`config.mk`:
```
export PLATFORM = sky130hd
export DESIGN_NAME = hemap_top
export DESIGN_NICKNAME = d
export VERILOG_FILES = /design/src/hemap_pkg.sv /design/src/hemap_sel_if.sv /design/src/hemap_decode.sv /design/src/hemap_top.sv
export VERILOG_INCLUDE_DIRS = /design/src /design/src/src
export SDC_FILE = /design/constraint.sdc
export NUM_CORES = 1
export LEC_CHECK = 0
export ABC_AREA = 1
export BUFFER_PORTS_ARGS = -buffer_cell sky130_fd_sc_hd__buf_2
export CAP_MARGIN = 15
export CORE_MARGIN = 1
export CORE_UTILIZATION = 55
export CTS_CLUSTER_SIZE = 40
export DETAILED_ROUTE_END_ITERATION = 8
export HOLD_SLACK_MARGIN = 0.15
export PLACE_DENSITY = 0.86
export RECOVER_POWER = 100
export SLEW_MARGIN = 10
export SYNTH_ARGS = -nofsm -noshare
export SYNTH_HDL_FRONTEND = slang
export SYNTH_SLANG_ARGS = --single-unit
```
`constraint.sdc`:
```
create_clock -name clk -period 8.4 [get_ports clk]
set_input_delay 2.52 -clock clk [delete_from_list [all_inputs] [get_ports clk]]
set_output_delay 2.52 -clock clk [all_outputs]
set_load 0.01 [all_outputs]
```
`src/hemap_regs.svh`:
```
// register pointers, field positions and reset values of the enhancement register map
`ifndef HEMAP_REGS_SVH
`define HEMAP_REGS_SVH
`define HEMAP_FIFO_EN_BIT 2
`define HEMAP_ENH_EN_BIT 0
`define HEMAP_EXT_RD_BIT 6
`define HEMAP_OPT_ANYMODE_MASK 8'h78
`define HEMAP_OPT_SDLC_MASK 8'h7f
`define HEMAP_OPT_RESET 8'h00
`define HEMAP_WREG_RESET 8'h00
`define HEMAP_PH_CMD 3'h1
`define HEMAP_IDX_VECTOR 4'h2
`define HEMAP_IDX_RX_PARAM 4'h3
`define HEMAP_IDX_MISC_MODE 4'h4
`define HEMAP_IDX_TX_PARAM 4'h5
`define HEMAP_IDX_SYNC_FLAG 4'h7
`define HEMAP_IDX_DATA 4'h8
`define HEMAP_IDX_MASTER 4'h9
`define HEMAP_IDX_MISC_CTRL 4'ha
`define HEMAP_IDX_STAT10 4'ha
`define HEMAP_IDX_STAT13 4'hd
`define HEMAP_IDX_ENH_CTRL 4'hf
`define HEMAP_IDX_STAT15 4'hf
`define HEMAP_RST_B 2'h2
`define HEMAP_RST_A 2'h1
`define HEMAP_RST_HW 2'h3
`define HEMAP_PIN_IDLE 13'h1c00
`endif

```
`src/hemap_pkg.sv`:
```
// types shared by the enhancement register map modules
package hemap_pkg;
    typedef enum {HEMAP_SRC_STAT, HEMAP_SRC_WR3, HEMAP_SRC_WR4, HEMAP_SRC_WR5,
                  HEMAP_SRC_MISC_CTRL_WRITE_REG, HEMAP_SRC_OPTS} hemap_src_t;
    typedef logic [7:0] hemap_byte_t;
endpackage : hemap_pkg

```
`src/hemap_sel_if.sv`:
```
// select interface between access logic and map decoder
`timescale 1ns/1ps
`default_nettype none
interface hemap_sel_if;
    logic fifo_en;
    logic enh_en;
    logic ext_opt;
    logic point_high;
    logic [2:0] ptr;
    hemap_pkg::hemap_src_t rd_src;
    logic [3:0] rd_idx;
    logic wr_opts;
    modport dec (input fifo_en, input enh_en, input ext_opt, input point_high, input ptr,
                 output rd_src, output rd_idx, output wr_opts);
    modport top (output fifo_en, output enh_en, output ext_opt, output point_high, output ptr,
                 input rd_src, input rd_idx, input wr_opts);
endinterface : hemap_sel_if
`default_nettype wire

```
`src/hemap_decode.sv`:
```
// read and write map decoder for the enable combinations
`timescale 1ns/1ps
`default_nettype none
`include "hemap_regs.svh"
module hemap_decode (
    hemap_sel_if.dec sel
);
    import hemap_pkg::*;
    logic ext;
    always_comb
    begin
        ext = sel.enh_en & sel.ext_opt;
        sel.rd_src = HEMAP_SRC_STAT;
        sel.rd_idx = {sel.point_high, sel.ptr};
        sel.wr_opts = sel.enh_en & ~sel.point_high & (sel.ptr == 3'h7);
        if (!sel.point_high)
        begin
            unique case (sel.ptr)
                3'h4, 3'h5:
                begin
                    if (ext)
                        sel.rd_src = sel.ptr[0] ? HEMAP_SRC_WR5 : HEMAP_SRC_WR4;
                    else
                        sel.rd_idx = {3'h0, sel.ptr[0]};
                end
                3'h6, 3'h7:
                begin
                    if (!sel.fifo_en)
                        sel.rd_idx = {3'h1, sel.ptr[0]};
                end
                default:
                begin
                end
            endcase
        end
        else
        begin
            unique case (sel.ptr)
                3'h1:
                begin
                    if (ext)
                        sel.rd_src = HEMAP_SRC_WR3;
                    else
                        sel.rd_idx = `HEMAP_IDX_STAT13;
                end
                3'h3:
                begin
                    if (ext)
                        sel.rd_src = HEMAP_SRC_MISC_CTRL_WRITE_REG;
                    else
                        sel.rd_idx = `HEMAP_IDX_STAT15;
                end
                3'h6:
                begin
                    if (ext)
                        sel.rd_src = HEMAP_SRC_OPTS;
                    else
                        sel.rd_idx = `HEMAP_IDX_STAT10;
                end
                default:
                begin
                end
            endcase
        end
    end
endmodule : hemap_decode
`default_nettype wire

```
`src/hemap_top.sv`:
```
// parallel bus access and register steering for one channel pair
`timescale 1ns/1ps
`default_nettype none
`include "hemap_regs.svh"
module hemap_top (
    input wire logic clk,
    input wire logic reset,
    input wire logic ce_n,
    input wire logic rd_n,
    input wire logic wr_n,
    input wire logic a_b,
    input wire logic d_c,
    input wire logic [7:0] d_in,
    output logic [7:0] d_out,
    output logic d_oe,
    input wire logic [1:0] sdlc_mode,
    input wire logic [1:0][15:0][7:0] status_in,
    output logic [1:0] fifo_enable,
    output logic [1:0][7:0] opt_active
);
    import hemap_pkg::*;

    logic [12:0] sync1_reg;
    logic [12:0] sync2_reg;
    logic [12:0] prev_reg;
    hemap_byte_t mem_reg [2][16];
    hemap_byte_t mem_next [2][16];
    logic [1:0][7:0] opts_reg;
    logic [1:0][7:0] opts_next;
    logic [2:0] ptr_reg;
    logic [2:0] ptr_next;
    logic ph_reg;
    logic ph_next;
    logic [7:0] d_out_reg;
    logic [7:0] d_out_next;
    logic d_oe_reg;
    logic [1:0] fifo_en_reg;
    logic [1:0] fifo_en_next;
    logic [1:0][7:0] opt_act_reg;
    logic [1:0][7:0] opt_act_next;
    logic rd_act;
    logic rd_act_prev;
    logic wr_act_prev;
    logic wr_act;
    logic rd_start;
    logic wr_done;
    logic ch_r;
    logic ch_w;
    logic ach;
    logic ctl_r;
    logic ctl_w;
    logic [7:0] wdata;
    logic [7:0] rd_val;
    logic [3:0] widx;
    hemap_sel_if sel ();

    // pins pass two flops before any logic reads them
    always_ff @(posedge clk or posedge reset)
    begin
        if (reset)
        begin
            sync1_reg <= `HEMAP_PIN_IDLE;
            sync2_reg <= `HEMAP_PIN_IDLE;
            prev_reg <= `HEMAP_PIN_IDLE;
        end
        else
        begin
            sync1_reg <= {ce_n, rd_n, wr_n, a_b, d_c, d_in};
            sync2_reg <= sync1_reg;
            prev_reg <= sync2_reg;
        end
    end

    assign rd_act = ~sync2_reg[12] & ~sync2_reg[11];
    assign wr_act = ~sync2_reg[12] & ~sync2_reg[10];
    assign rd_act_prev = ~prev_reg[12] & ~prev_reg[11];
    assign wr_act_prev = ~prev_reg[12] & ~prev_reg[10];
    assign rd_start = rd_act & ~rd_act_prev;
    // write commits on the trailing edge with the data held one stage back
    assign wr_done = wr_act_prev & ~wr_act;
    assign ch_r = sync2_reg[9];
    assign ctl_r = ~sync2_reg[8];
    assign ch_w = prev_reg[9];
    assign ctl_w = ~prev_reg[8];
    assign wdata = prev_reg[7:0];
    assign ach = wr_done ? ch_w : ch_r;
    assign widx = {ph_reg, ptr_reg};

    assign sel.fifo_en = mem_reg[ach][`HEMAP_IDX_ENH_CTRL][`HEMAP_FIFO_EN_BIT];
    assign sel.enh_en = mem_reg[ach][`HEMAP_IDX_ENH_CTRL][`HEMAP_ENH_EN_BIT];
    assign sel.ext_opt = opts_reg[ach][`HEMAP_EXT_RD_BIT];
    assign sel.point_high = ph_reg;
    assign sel.ptr = ptr_reg;

    hemap_decode u_decode (
        .sel(sel)
    );

    always_comb
    begin
        rd_val = status_in[ch_r][sel.rd_idx];
        unique case (sel.rd_src)
            HEMAP_SRC_STAT:
            begin
                if (sel.rd_idx == `HEMAP_IDX_STAT15)
                    rd_val[`HEMAP_FIFO_EN_BIT] = fifo_en_reg[ch_r];
            end
            HEMAP_SRC_WR3: rd_val = mem_reg[ch_r][`HEMAP_IDX_RX_PARAM];
            HEMAP_SRC_WR4: rd_val = mem_reg[ch_r][`HEMAP_IDX_MISC_MODE];
            HEMAP_SRC_WR5: rd_val = mem_reg[ch_r][`HEMAP_IDX_TX_PARAM];
            HEMAP_SRC_MISC_CTRL_WRITE_REG: rd_val = mem_reg[ch_r][`HEMAP_IDX_MISC_CTRL];
            HEMAP_SRC_OPTS: rd_val = opts_reg[ch_r];
        endcase
    end

    always_comb
    begin
        mem_next = mem_reg;
        opts_next = opts_reg;
        ptr_next = ptr_reg;
        ph_next = ph_reg;
        d_out_next = d_out_reg;
        if (wr_done && ctl_w)
        begin
            if (widx == 4'h0)
            begin
                ptr_next = wdata[2:0];
                ph_next = (wdata[5:3] == `HEMAP_PH_CMD);
            end
            else
            begin
                if (sel.wr_opts)
                    opts_next[ch_w] = wdata;
                else
                    mem_next[ch_w][widx] = wdata;
                // vector and master control are shared by both channels
                if (widx == `HEMAP_IDX_VECTOR || widx == `HEMAP_IDX_MASTER)
                    mem_next[~ch_w][widx] = wdata;
                if (widx == `HEMAP_IDX_MASTER)
                begin
                    for (int c = 0; c < 2; c++)
                    begin
                        if (wdata[7:6] == `HEMAP_RST_HW ||
                            (c == 0 && wdata[7:6] == `HEMAP_RST_B) ||
                            (c == 1 && wdata[7:6] == `HEMAP_RST_A))
                        begin
                            for (int r = 0; r < 16; r++)
                                mem_next[c][r] = `HEMAP_WREG_RESET;
                            opts_next[c] = `HEMAP_OPT_RESET;
                        end
                    end
                end
                ptr_next = 3'h0;
                ph_next = 1'b0;
            end
        end
        else if (rd_start)
        begin
            if (ctl_r)
            begin
                d_out_next = rd_val;
                ptr_next = 3'h0;
                ph_next = 1'b0;
            end
            else
                d_out_next = status_in[ch_r][`HEMAP_IDX_DATA];
        end
        for (int c = 0; c < 2; c++)
        begin
            fifo_en_next[c] = mem_next[c][`HEMAP_IDX_ENH_CTRL][`HEMAP_FIFO_EN_BIT];
            if (mem_next[c][`HEMAP_IDX_ENH_CTRL][`HEMAP_ENH_EN_BIT])
                opt_act_next[c] = opts_next[c] & (sdlc_mode[c] ? `HEMAP_OPT_SDLC_MASK
                                                               : `HEMAP_OPT_ANYMODE_MASK);
            else
                opt_act_next[c] = 8'h00;
        end
    end

    always_ff @(posedge clk or posedge reset)
    begin
        if (reset)
        begin
            for (int c = 0; c < 2; c++)
                for (int r = 0; r < 16; r++)
                    mem_reg[c][r] <= `HEMAP_WREG_RESET;
            opts_reg <= {2{`HEMAP_OPT_RESET}};
            ptr_reg <= 3'h0;
            ph_reg <= 1'b0;
            d_out_reg <= 8'h00;
            d_oe_reg <= 1'b0;
            fifo_en_reg <= 2'h0;
            opt_act_reg <= 16'h0000;
        end
        else
        begin
            mem_reg <= mem_next;
            opts_reg <= opts_next;
            ptr_reg <= ptr_next;
            ph_reg <= ph_next;
            d_out_reg <= d_out_next;
            d_oe_reg <= rd_act;
            fifo_en_reg <= fifo_en_next;
            opt_act_reg <= opt_act_next;
        end
    end

    assign d_out = d_out_reg;
    assign d_oe = d_oe_reg;
    assign fifo_enable = fifo_en_reg;
    assign opt_active = opt_act_reg;

    // helpers read only by the checks below
    logic rd_ctl;
    logic ext_r;
    logic [7:0] stat6_r;
    logic [7:0] stat10_r;
    logic [7:0] rx_param_r;
    logic [7:0] opts_r;
    assign rd_ctl = rd_start & ctl_r & ~(wr_done & ctl_w);
    assign ext_r = mem_reg[ch_r][`HEMAP_IDX_ENH_CTRL][`HEMAP_ENH_EN_BIT] &
                   opts_reg[ch_r][`HEMAP_EXT_RD_BIT];
    assign stat6_r = status_in[ch_r][6];
    assign stat10_r = status_in[ch_r][`HEMAP_IDX_STAT10];
    assign rx_param_r = mem_reg[ch_r][`HEMAP_IDX_RX_PARAM];
    assign opts_r = opts_reg[ch_r];

    AST_FIFO_BIT: assert property (@(posedge clk) disable iff (reset)
        wr_done && ctl_w && widx == `HEMAP_IDX_ENH_CTRL
        |=> fifo_enable[$past(ch_w)] == $past(wdata[`HEMAP_FIFO_EN_BIT]))
        else $error("fifo enable does not follow control write");
    AST_BYTE_COUNT: assert property (@(posedge clk) disable iff (reset)
        rd_ctl && !ph_reg && ptr_reg == 3'h6 && fifo_en_reg[ch_r]
        |=> d_out == $past(stat6_r) && ptr_reg == 3'h0)
        else $error("byte count low not returned");
    AST_OPTS_LOAD: assert property (@(posedge clk) disable iff (reset)
        wr_done && ctl_w && widx == `HEMAP_IDX_SYNC_FLAG &&
        mem_reg[ch_w][`HEMAP_IDX_ENH_CTRL][`HEMAP_ENH_EN_BIT]
        |=> opts_reg[$past(ch_w)] == $past(wdata))
        else $error("options register not loaded");
    AST_SYNC_KEEP: assert property (@(posedge clk) disable iff (reset)
        wr_done && ctl_w && widx == `HEMAP_IDX_SYNC_FLAG &&
        !mem_reg[ch_w][`HEMAP_IDX_ENH_CTRL][`HEMAP_ENH_EN_BIT]
        |=> $stable(opts_reg) && mem_reg[$past(ch_w)][`HEMAP_IDX_SYNC_FLAG] == $past(wdata))
        else $error("sync pattern write misrouted");
    AST_RD_RX_PARAM: assert property (@(posedge clk) disable iff (reset)
        rd_ctl && ph_reg && ptr_reg == 3'h1 && ext_r |=> d_out == $past(rx_param_r))
        else $error("receive parameter readback wrong");
    AST_RD_OPTS: assert property (@(posedge clk) disable iff (reset)
        rd_ctl && ph_reg && ptr_reg == 3'h6 && ext_r |=> d_out == $past(opts_r))
        else $error("options readback wrong");
    AST_FIFO_ONLY: assert property (@(posedge clk) disable iff (reset)
        rd_ctl && ph_reg && ptr_reg == 3'h6 && fifo_en_reg[ch_r] &&
        !mem_reg[ch_r][`HEMAP_IDX_ENH_CTRL][`HEMAP_ENH_EN_BIT]
        |=> d_out == $past(stat10_r))
        else $error("fifo only map leaks extended read");
    AST_CHAN_RESET: assert property (@(posedge clk) disable iff (reset)
        wr_done && ctl_w && widx == `HEMAP_IDX_MASTER && wdata[7:6] == `HEMAP_RST_HW
        |=> fifo_enable == 2'h0 ##1 fifo_enable == 2'h0)
        else $error("fifo enable survives reset");
    AST_STATUS_READ_15_BIT: assert property (@(posedge clk) disable iff (reset)
        rd_ctl && ph_reg && ptr_reg == 3'h7 |=> d_out[2] == $past(fifo_en_reg[ch_r]))
        else $error("status 15 bit 2 wrong");
    AST_OPT_MODE: assert property (@(posedge clk) disable iff (reset)
        !sdlc_mode[0] |=> opt_active[0][2:0] == 3'h0 && opt_active[0][7] == 1'b0)
        else $error("mode-only option active outside sdlc");
endmodule : hemap_top
`default_nettype wire

```
==> impl_metrics.json, run 1 <==
{
  "status": "finished with violations",
  "failed_checks": "max-capacitance violations, max-slew violations",
  "dieArea_um2": 16600,
  "power_frac_clock": 0.381,
  "coreArea_um2": 15400,
  "ios": 300,
  "setup.worst_path.end_class": "flip-flop",
  "cts.clk_slew.worst_paths_ns": 0.06,
  "netlist-cell-type-count": 42,
  "antenna_found_initial": 4,
  "dpl_cell_area_um2": 10300,
  "numCtsBuffers": 17,
  "nets": 1743,
  "fmax_ghz": 0.171,
  "finish.instance_area_um2": 10900,
  "fin_util": 0.706,
  "synthFlopType": "dfrtp_1",
  "first_pass_iters": 6,
  "wl_met1_um": 13200,
  "die_h_um": 129,
  "grt_overflow": 0,
  "min_to": "sync2_reg[0]",
  "skew_ns": 0.00696,
  "reg2reg_from": "sync2_reg[12]",
  "worstMarginPinSlew_ns": 4.00,
  "grt_max_degree": 95,
  "reg2reg_depth": 13,
  "whs_path_depth": 0,
  "synthSimpleGateAreaFrac": 0.235,
  "clock_path_buffers": 2,
  "rows": 45,
  "setup_tns_ns": 0,
  "p_leak_uw": 0.00532,
  "route.met3.wl_um": 3830,
  "setup_ws_ns": 2.54,
  "grt_pass1_vias": 9414,
  "drive_gt1_frac": 0.237,
  "power_frac_comb": 0.227,
  "start_util": 0.573,
  "setup.worst_path.start_class": "flip-flop",
  "max_cap_violations": 2,
  "cts_tree": "done",
  "hold_buffers": 0,
  "syn_avg_cell_area_um2": 7.25,
  "gp_congestion": 1.01,
  "clock_latency_ns": 0.44,
  "maxSlewHeadroom": -1.68,
  "port_buffers": 297,
  "drt_iter0_drc": 1103,
  "reg2reg_slack_ns": 2.54,
  "synth-seq-area-share": 0.426,
  "postCtsSetupRepairBufs": 0,
  "worstPathMaxFanout": 28,
  "synthArstFlopShare": 1.00,
  "grt_setup_unrepaired": "false",
  "largest_reg_flops": 67,
  "p_int_uw": 1390,
  "via_per_inst": 5.98,
  "period_share": 0.698,
  "htreeDepth": 4,
  "r2r_end": "opt_active[5]",
  "hold_path_class": "reg2reg",
  "path_class": "reg2reg",
  "yosysWarnings": 0,
  "setup_viol": 0,
  "cts_resized": 0,
  "pre_cts_slack_ns": 4.28,
  "maxSlewViolCount": 177,
  "hold_viol_final": 0,
  "synth_xor_area_frac": 0,
  "clock_sinks": 150,
  "dr.max_layer_used": "met4",
  "met2_length_um": 15400,
  "die_w_um": 129,
  "vias": 10200,
  "synth_top_family_by_area": "compound AO/OA/AOI/OAI gates",
  "synth_cells": 1218,
  "clockRootBuffer": "clkbuf_16",
  "synth_edf_count": 0,
  "synthMuxAreaShare": 0.00793,
  "ys_ff_latch": 150,
  "synth_compound_area_frac": 0.244,
  "p_switching_uw": 660,
  "route.detailed.drc": 0,
  "pwr-share-seq": 0.392,
  "vdd_drop_max_mv": 0.193,
  "areaGrowthSynthToFinish_pct": 23.4,
  "wirelength_um": 35100,
  "hpwl_um": 25500,
  "required_ns": 8.76,
  "drtAntennaViolNets": 0,
  "grt_pass1_wl_um": 52500,
  "min_from": "sync1_reg[0]",
  "arrival_ns": 6.23,
  "wl_per_cell_um": 20.7,
  "power.density_nw_per_um2": 188,
  "synthAdderAreaFrac": 0,
  "syn_area_um2": 8830,
  "period_needed_ns": 5.86,
  "swShare": 0.323,
  "grt_usage": 0.437,
  "final.fill_count": 1360
}
[cell usage in the layout (no fill, tap or decap), types with 2 or more instances in the layout]
cell type / synthesis / routed
a211oi_1: 10 / 10
a21oi_1: 31 / 31
a221o_1: 8 / 8
a221oi_1: 4 / 4
a22o_1: 2 / 2
a32oi_1: 8 / 8
buf_2: 22 / 272
buf_4: 5 / 4
bufinv_16: 0 / 2
clkbuf_1: 40 / 28
clkbuf_16: 0 / 17
clkinv_1: 3 / 3
clkinv_4: 0 / 3
conb_1: 1 / 2
dfrtp_1: 141 / 140
dfstp_1: 0 / 2
dfstp_2: 9 / 7
diode_2: 0 / 6
inv_1: 98 / 99
inv_2: 14 / 11
inv_4: 1 / 2
inv_6: 0 / 5
inv_8: 0 / 2
mux2i_1: 7 / 7
nand2_1: 208 / 208
nand2_2: 7 / 7
nand3_1: 65 / 65
nor2_1: 208 / 208
nor2_2: 5 / 5
nor3_1: 9 / 9
o2111ai_1: 3 / 3
o211ai_1: 33 / 33
o21a_1: 8 / 8
o21ai_0: 181 / 183
o21ai_1: 4 / 2
o221ai_1: 2 / 2
o22ai_1: 64 / 64
or2_2: 3 / 3
[through the flow]
stage / cells / hold slack (ns) / power, µW
floorplan: 1219 / 0.331 / 1080
global placement: 1662 / 0.331 / 1260
detailed placement: 1662 / 0.335 / 1260
CTS: 1694 / 0.349 / 2040
global route: 1698 / 0.356 / 2130
finish: 1700 / 0.345 / 2050
[per-layer routing]
layer,track usage,up-vias
li1,-,4631
met1,0.543,4693
met2,0.644,685
met3,0.120,159
met4,0.345,0
met5,0,-
[power groups by stage]
stage	Clock (µW)	Combinational (µW)	Sequential (µW)
floorplan	0	275	802
global placement	0	445	811
detailed placement	0	450	813
CTS	784	453	800
global route	815	506	806
finish	780	464	802
[worst max-delay path, cell delays in order (launching register included)]
cell and delay (ns):
dfstp_1 0.54, inv_1 0.05, nand2_1 0.15, nand2_1 0.14, nor2_1 0.15, inv_1 0.12, nor2_4 0.08, clkbuf_1 1.02
inv_1 0.88, nor2_1 1.09, inv_1 0.56, nor2_1 0.58, nand2_1 0.21, a21oi_1 0.19
[cell type report]
| class | count | area (µm²) | share of cell area |
|---|---|---|---|
| timing repair buffer | 304 | 1500 | 0.137 |
| antenna | 6 | 15.0 | 0.00138 |
| multi-input combinational | 881 | 4310 | 0.395 |
| clock buffer | 18 | 439 | 0.0403 |
| clock inverter | 14 | 165 | 0.0152 |
| tap | 211 | 264 | 0.0242 |
| sequential | 150 | 3770 | 0.346 |
| inverter | 116 | 442 | 0.0405 |
[synth_stat cells (10+ instances only)]
cell type,n,share of area
inv_1,98,0.042
dfrtp_1,141,0.40
o21ai_0,181,0.10
o211ai_1,33,0.028
nand3_1,65,0.037
a21oi_1,31,0.018
nor2_1,208,0.088
a211oi_1,10,0.0085
clkbuf_1,40,0.017
inv_2,14,0.0059
nand2_1,208,0.088
o22ai_1,64,0.045
buf_2,22,0.012
[kinds of logic after synthesis]
group,after synthesis
simple gates,509
compound gates,363
buf+inv,188
flops,150
mux,7
other cells,1
[worst max path at each step]
| stage | start | cells after the start | endpoint |
|---|---|---|---|
| final | sync2_reg[12] | 13 | opt_active[5] |
| after global routing | reset | 2 | sync2_reg[9] |
| after CTS | status_in[56] | 11 | d_out[0] |
| after detailed placement | status_in[56] | 11 | d_out[0] |
| after global placement | status_in[56] | 11 | d_out[0] |
| after floorplan | reset | 1 | d_oe |
Power figures use the tool's default switching activity.
==> inputs of run 2 (changes only) <==
CORE_UTILIZATION = 51   (was 55)
PLACE_DENSITY = 0.81   (was 0.86)
clock period = 5.5 ns   (was 8.4 ns; I/O delays follow)
==> run 2 against run 1 <==
Compared with the run above: the run now ends clean; count of clock-buffer cells in the layout up 1; utilization down 5.7 points; combinational power up 55%; total power up 52%; largest cell class unchanged; highest routed layer unchanged.
==> impl_metrics.json, run 2 (synthesis gave the netlist of run 1 again) <==
{
  "antenna_found_initial": 2,
  "ios": 300,
  "min_from": "sync1_reg[0]",
  "drive_gt1_frac": 0.234,
  "setup.worst_path.end_class": "flip-flop",
  "dpl_cell_area_um2": 10400,
  "cts_tree": "done",
  "reg2reg_slack_ns": 1.12,
  "rows": 47,
  "max_cap_violations": 0,
  "port_buffers": 297,
  "nets": 1743,
  "cts.clk_slew.worst_paths_ns": 0.06,
  "areaGrowthSynthToFinish_pct": 23.3,
  "required_ns": 5.85,
  "p_leak_uw": 0.00531,
  "r2r_end": "opt_active[5]",
  "dp.cells": 1671,
  "hold_buffers": 0,
  "period_share": 0.797,
  "clockRootBuffer": "clkbuf_16",
  "status": "complete, no violations",
  "vdd_drop_max_mv": 0.213,
  "die_w_um": 134,
  "htreeDepth": 4,
  "drt_iter0_drc": 1373,
  "setup_viol": 0,
  "period_needed_ns": 4.38,
  "finish.instance_area_um2": 10900,
  "hpwl_um": 26600,
  "final.fill_count": 1564,
  "stdcell_count": 1705,
  "reg2reg_from": "ptr_reg[0]",
  "pre_cts_slack_ns": 1.94,
  "setup.worst_path.start_class": "flip-flop",
  "maxSlewHeadroom": 0.274,
  "fmax_ghz": 0.228,
  "grt_pass1_wl_um": 52700,
  "skew_ns": 0.0105,
  "via_per_inst": 5.97,
  "arrival_ns": 4.73,
  "largest_reg_flops": 67,
  "min_to": "sync2_reg[0]",
  "whs_path_depth": 0,
  "grt_setup_unrepaired": "false",
  "reg2reg_depth": 12,
  "start_util": 0.527,
  "numCtsBuffers": 17,
  "grt_max_degree": 151,
  "fin_util": 0.650,
  "worstMarginPinSlew_ns": 1.09,
  "first_pass_iters": 6,
  "vias": 10200,
  "hold_path_class": "reg2reg",
  "coreArea_um2": 16800,
  "maxSlewViolCount": 0,
  "drtAntennaViolNets": 0,
  "mostFrequentLayoutCell": "buf_2",
  "power.density_nw_per_um2": 285,
  "dieArea_um2": 17800,
  "worstPathMaxFanout": 28,
  "setup_ws_ns": 1.12,
  "die_h_um": 134,
  "grt_usage": 0.400,
  "hold_viol_final": 0,
  "clock_latency_ns": 0.42,
  "clock_path_buffers": 2,
  "clock_sinks": 150,
  "wl_per_cell_um": 20.7,
  "final_cell_mix": "272 x buf_2, 209 x nor2_1, 209 x nand2_1",
  "grt_overflow": 0,
  "cts_resized": 0,
  "route.detailed.drc": 0,
  "path_class": "reg2reg",
  "grt_pass1_vias": 9426,
  "wirelength_um": 35300,
  "postCtsSetupRepairBufs": 0,
  "gp_congestion": 1.03,
  "setup_tns_ns": 0
}
==> run 2: layout make-up <==
type,instances,area [µm²],area share
antenna,2,5.00,0.000459
clock buffer,19,443,0.0407
clock inverter,13,146,0.0134
inverter,116,442,0.0405
multi-input combinational,881,4300,0.395
sequential,150,3770,0.346
tap,220,275,0.0253
timing repair buffer,304,1510,0.139
==> run 2: how the worst max path moves through the flow <==
stage                            start            end  slack (ns)  cells after the start
final                       ptr_reg[0]  opt_active[5]        1.12                     12
after CTS                 sync2_reg[9]       d_out[1]        1.90                     12
after global placement    sync2_reg[9]       d_out[1]        1.89                     12
after global routing        ptr_reg[0]   mem_reg[230]        0.92                     12
after detailed placement  sync2_reg[9]       d_out[1]        1.94                     12
after floorplan                  reset           d_oe        1.97                      1
==> run 2: through the flow <==
stage	hold WS, ns	power [µW]
after global placement	0.331	1940
after global routing	0.355	3230
after floorplan	0.331	1640
after CTS	0.349	3110
after detailed placement	0.335	1950
final	0.346	3110
==> run 2: per-layer routing <==
| layer | GRT usage | up-vias | share of wire |
|---|---|---|---|
| li1 | - | 4626 | - |
| met1 | 0.547 | 4750 | 0.40 |
| met2 | 0.579 | 705 | 0.43 |
| met3 | 0.145 | 95 | 0.14 |
| met4 | 0.150 | 0 | 0.033 |
| met5 | 0 | - | 0 |
==> run 2: critical path, cell delays in order, from the launching register on <==
cell and delay [ns]:
dfrtp_1 0.46, nor2_1 0.08, clkbuf_1 0.45, nand3_1 0.21
inv_1 0.10, nor2_4 0.10, buf_4 0.29, inv_1 0.50
nor2_1 0.95, inv_2 0.32, nor2_1 0.48, nand2_1 0.16
a21oi_1 0.17
==> run 2: power breakdown <==
part | total, µW | internal [µW] | leakage (µW) | switching, µW
Combinational | 720 | 252 | 0.00306 | 468
Clock | 1160 | 685 | 0.000278 | 477
Sequential | 1230 | 1170 | 0.00197 | 56.2
Total | 3110 | 2110 | 0.00531 | 1000
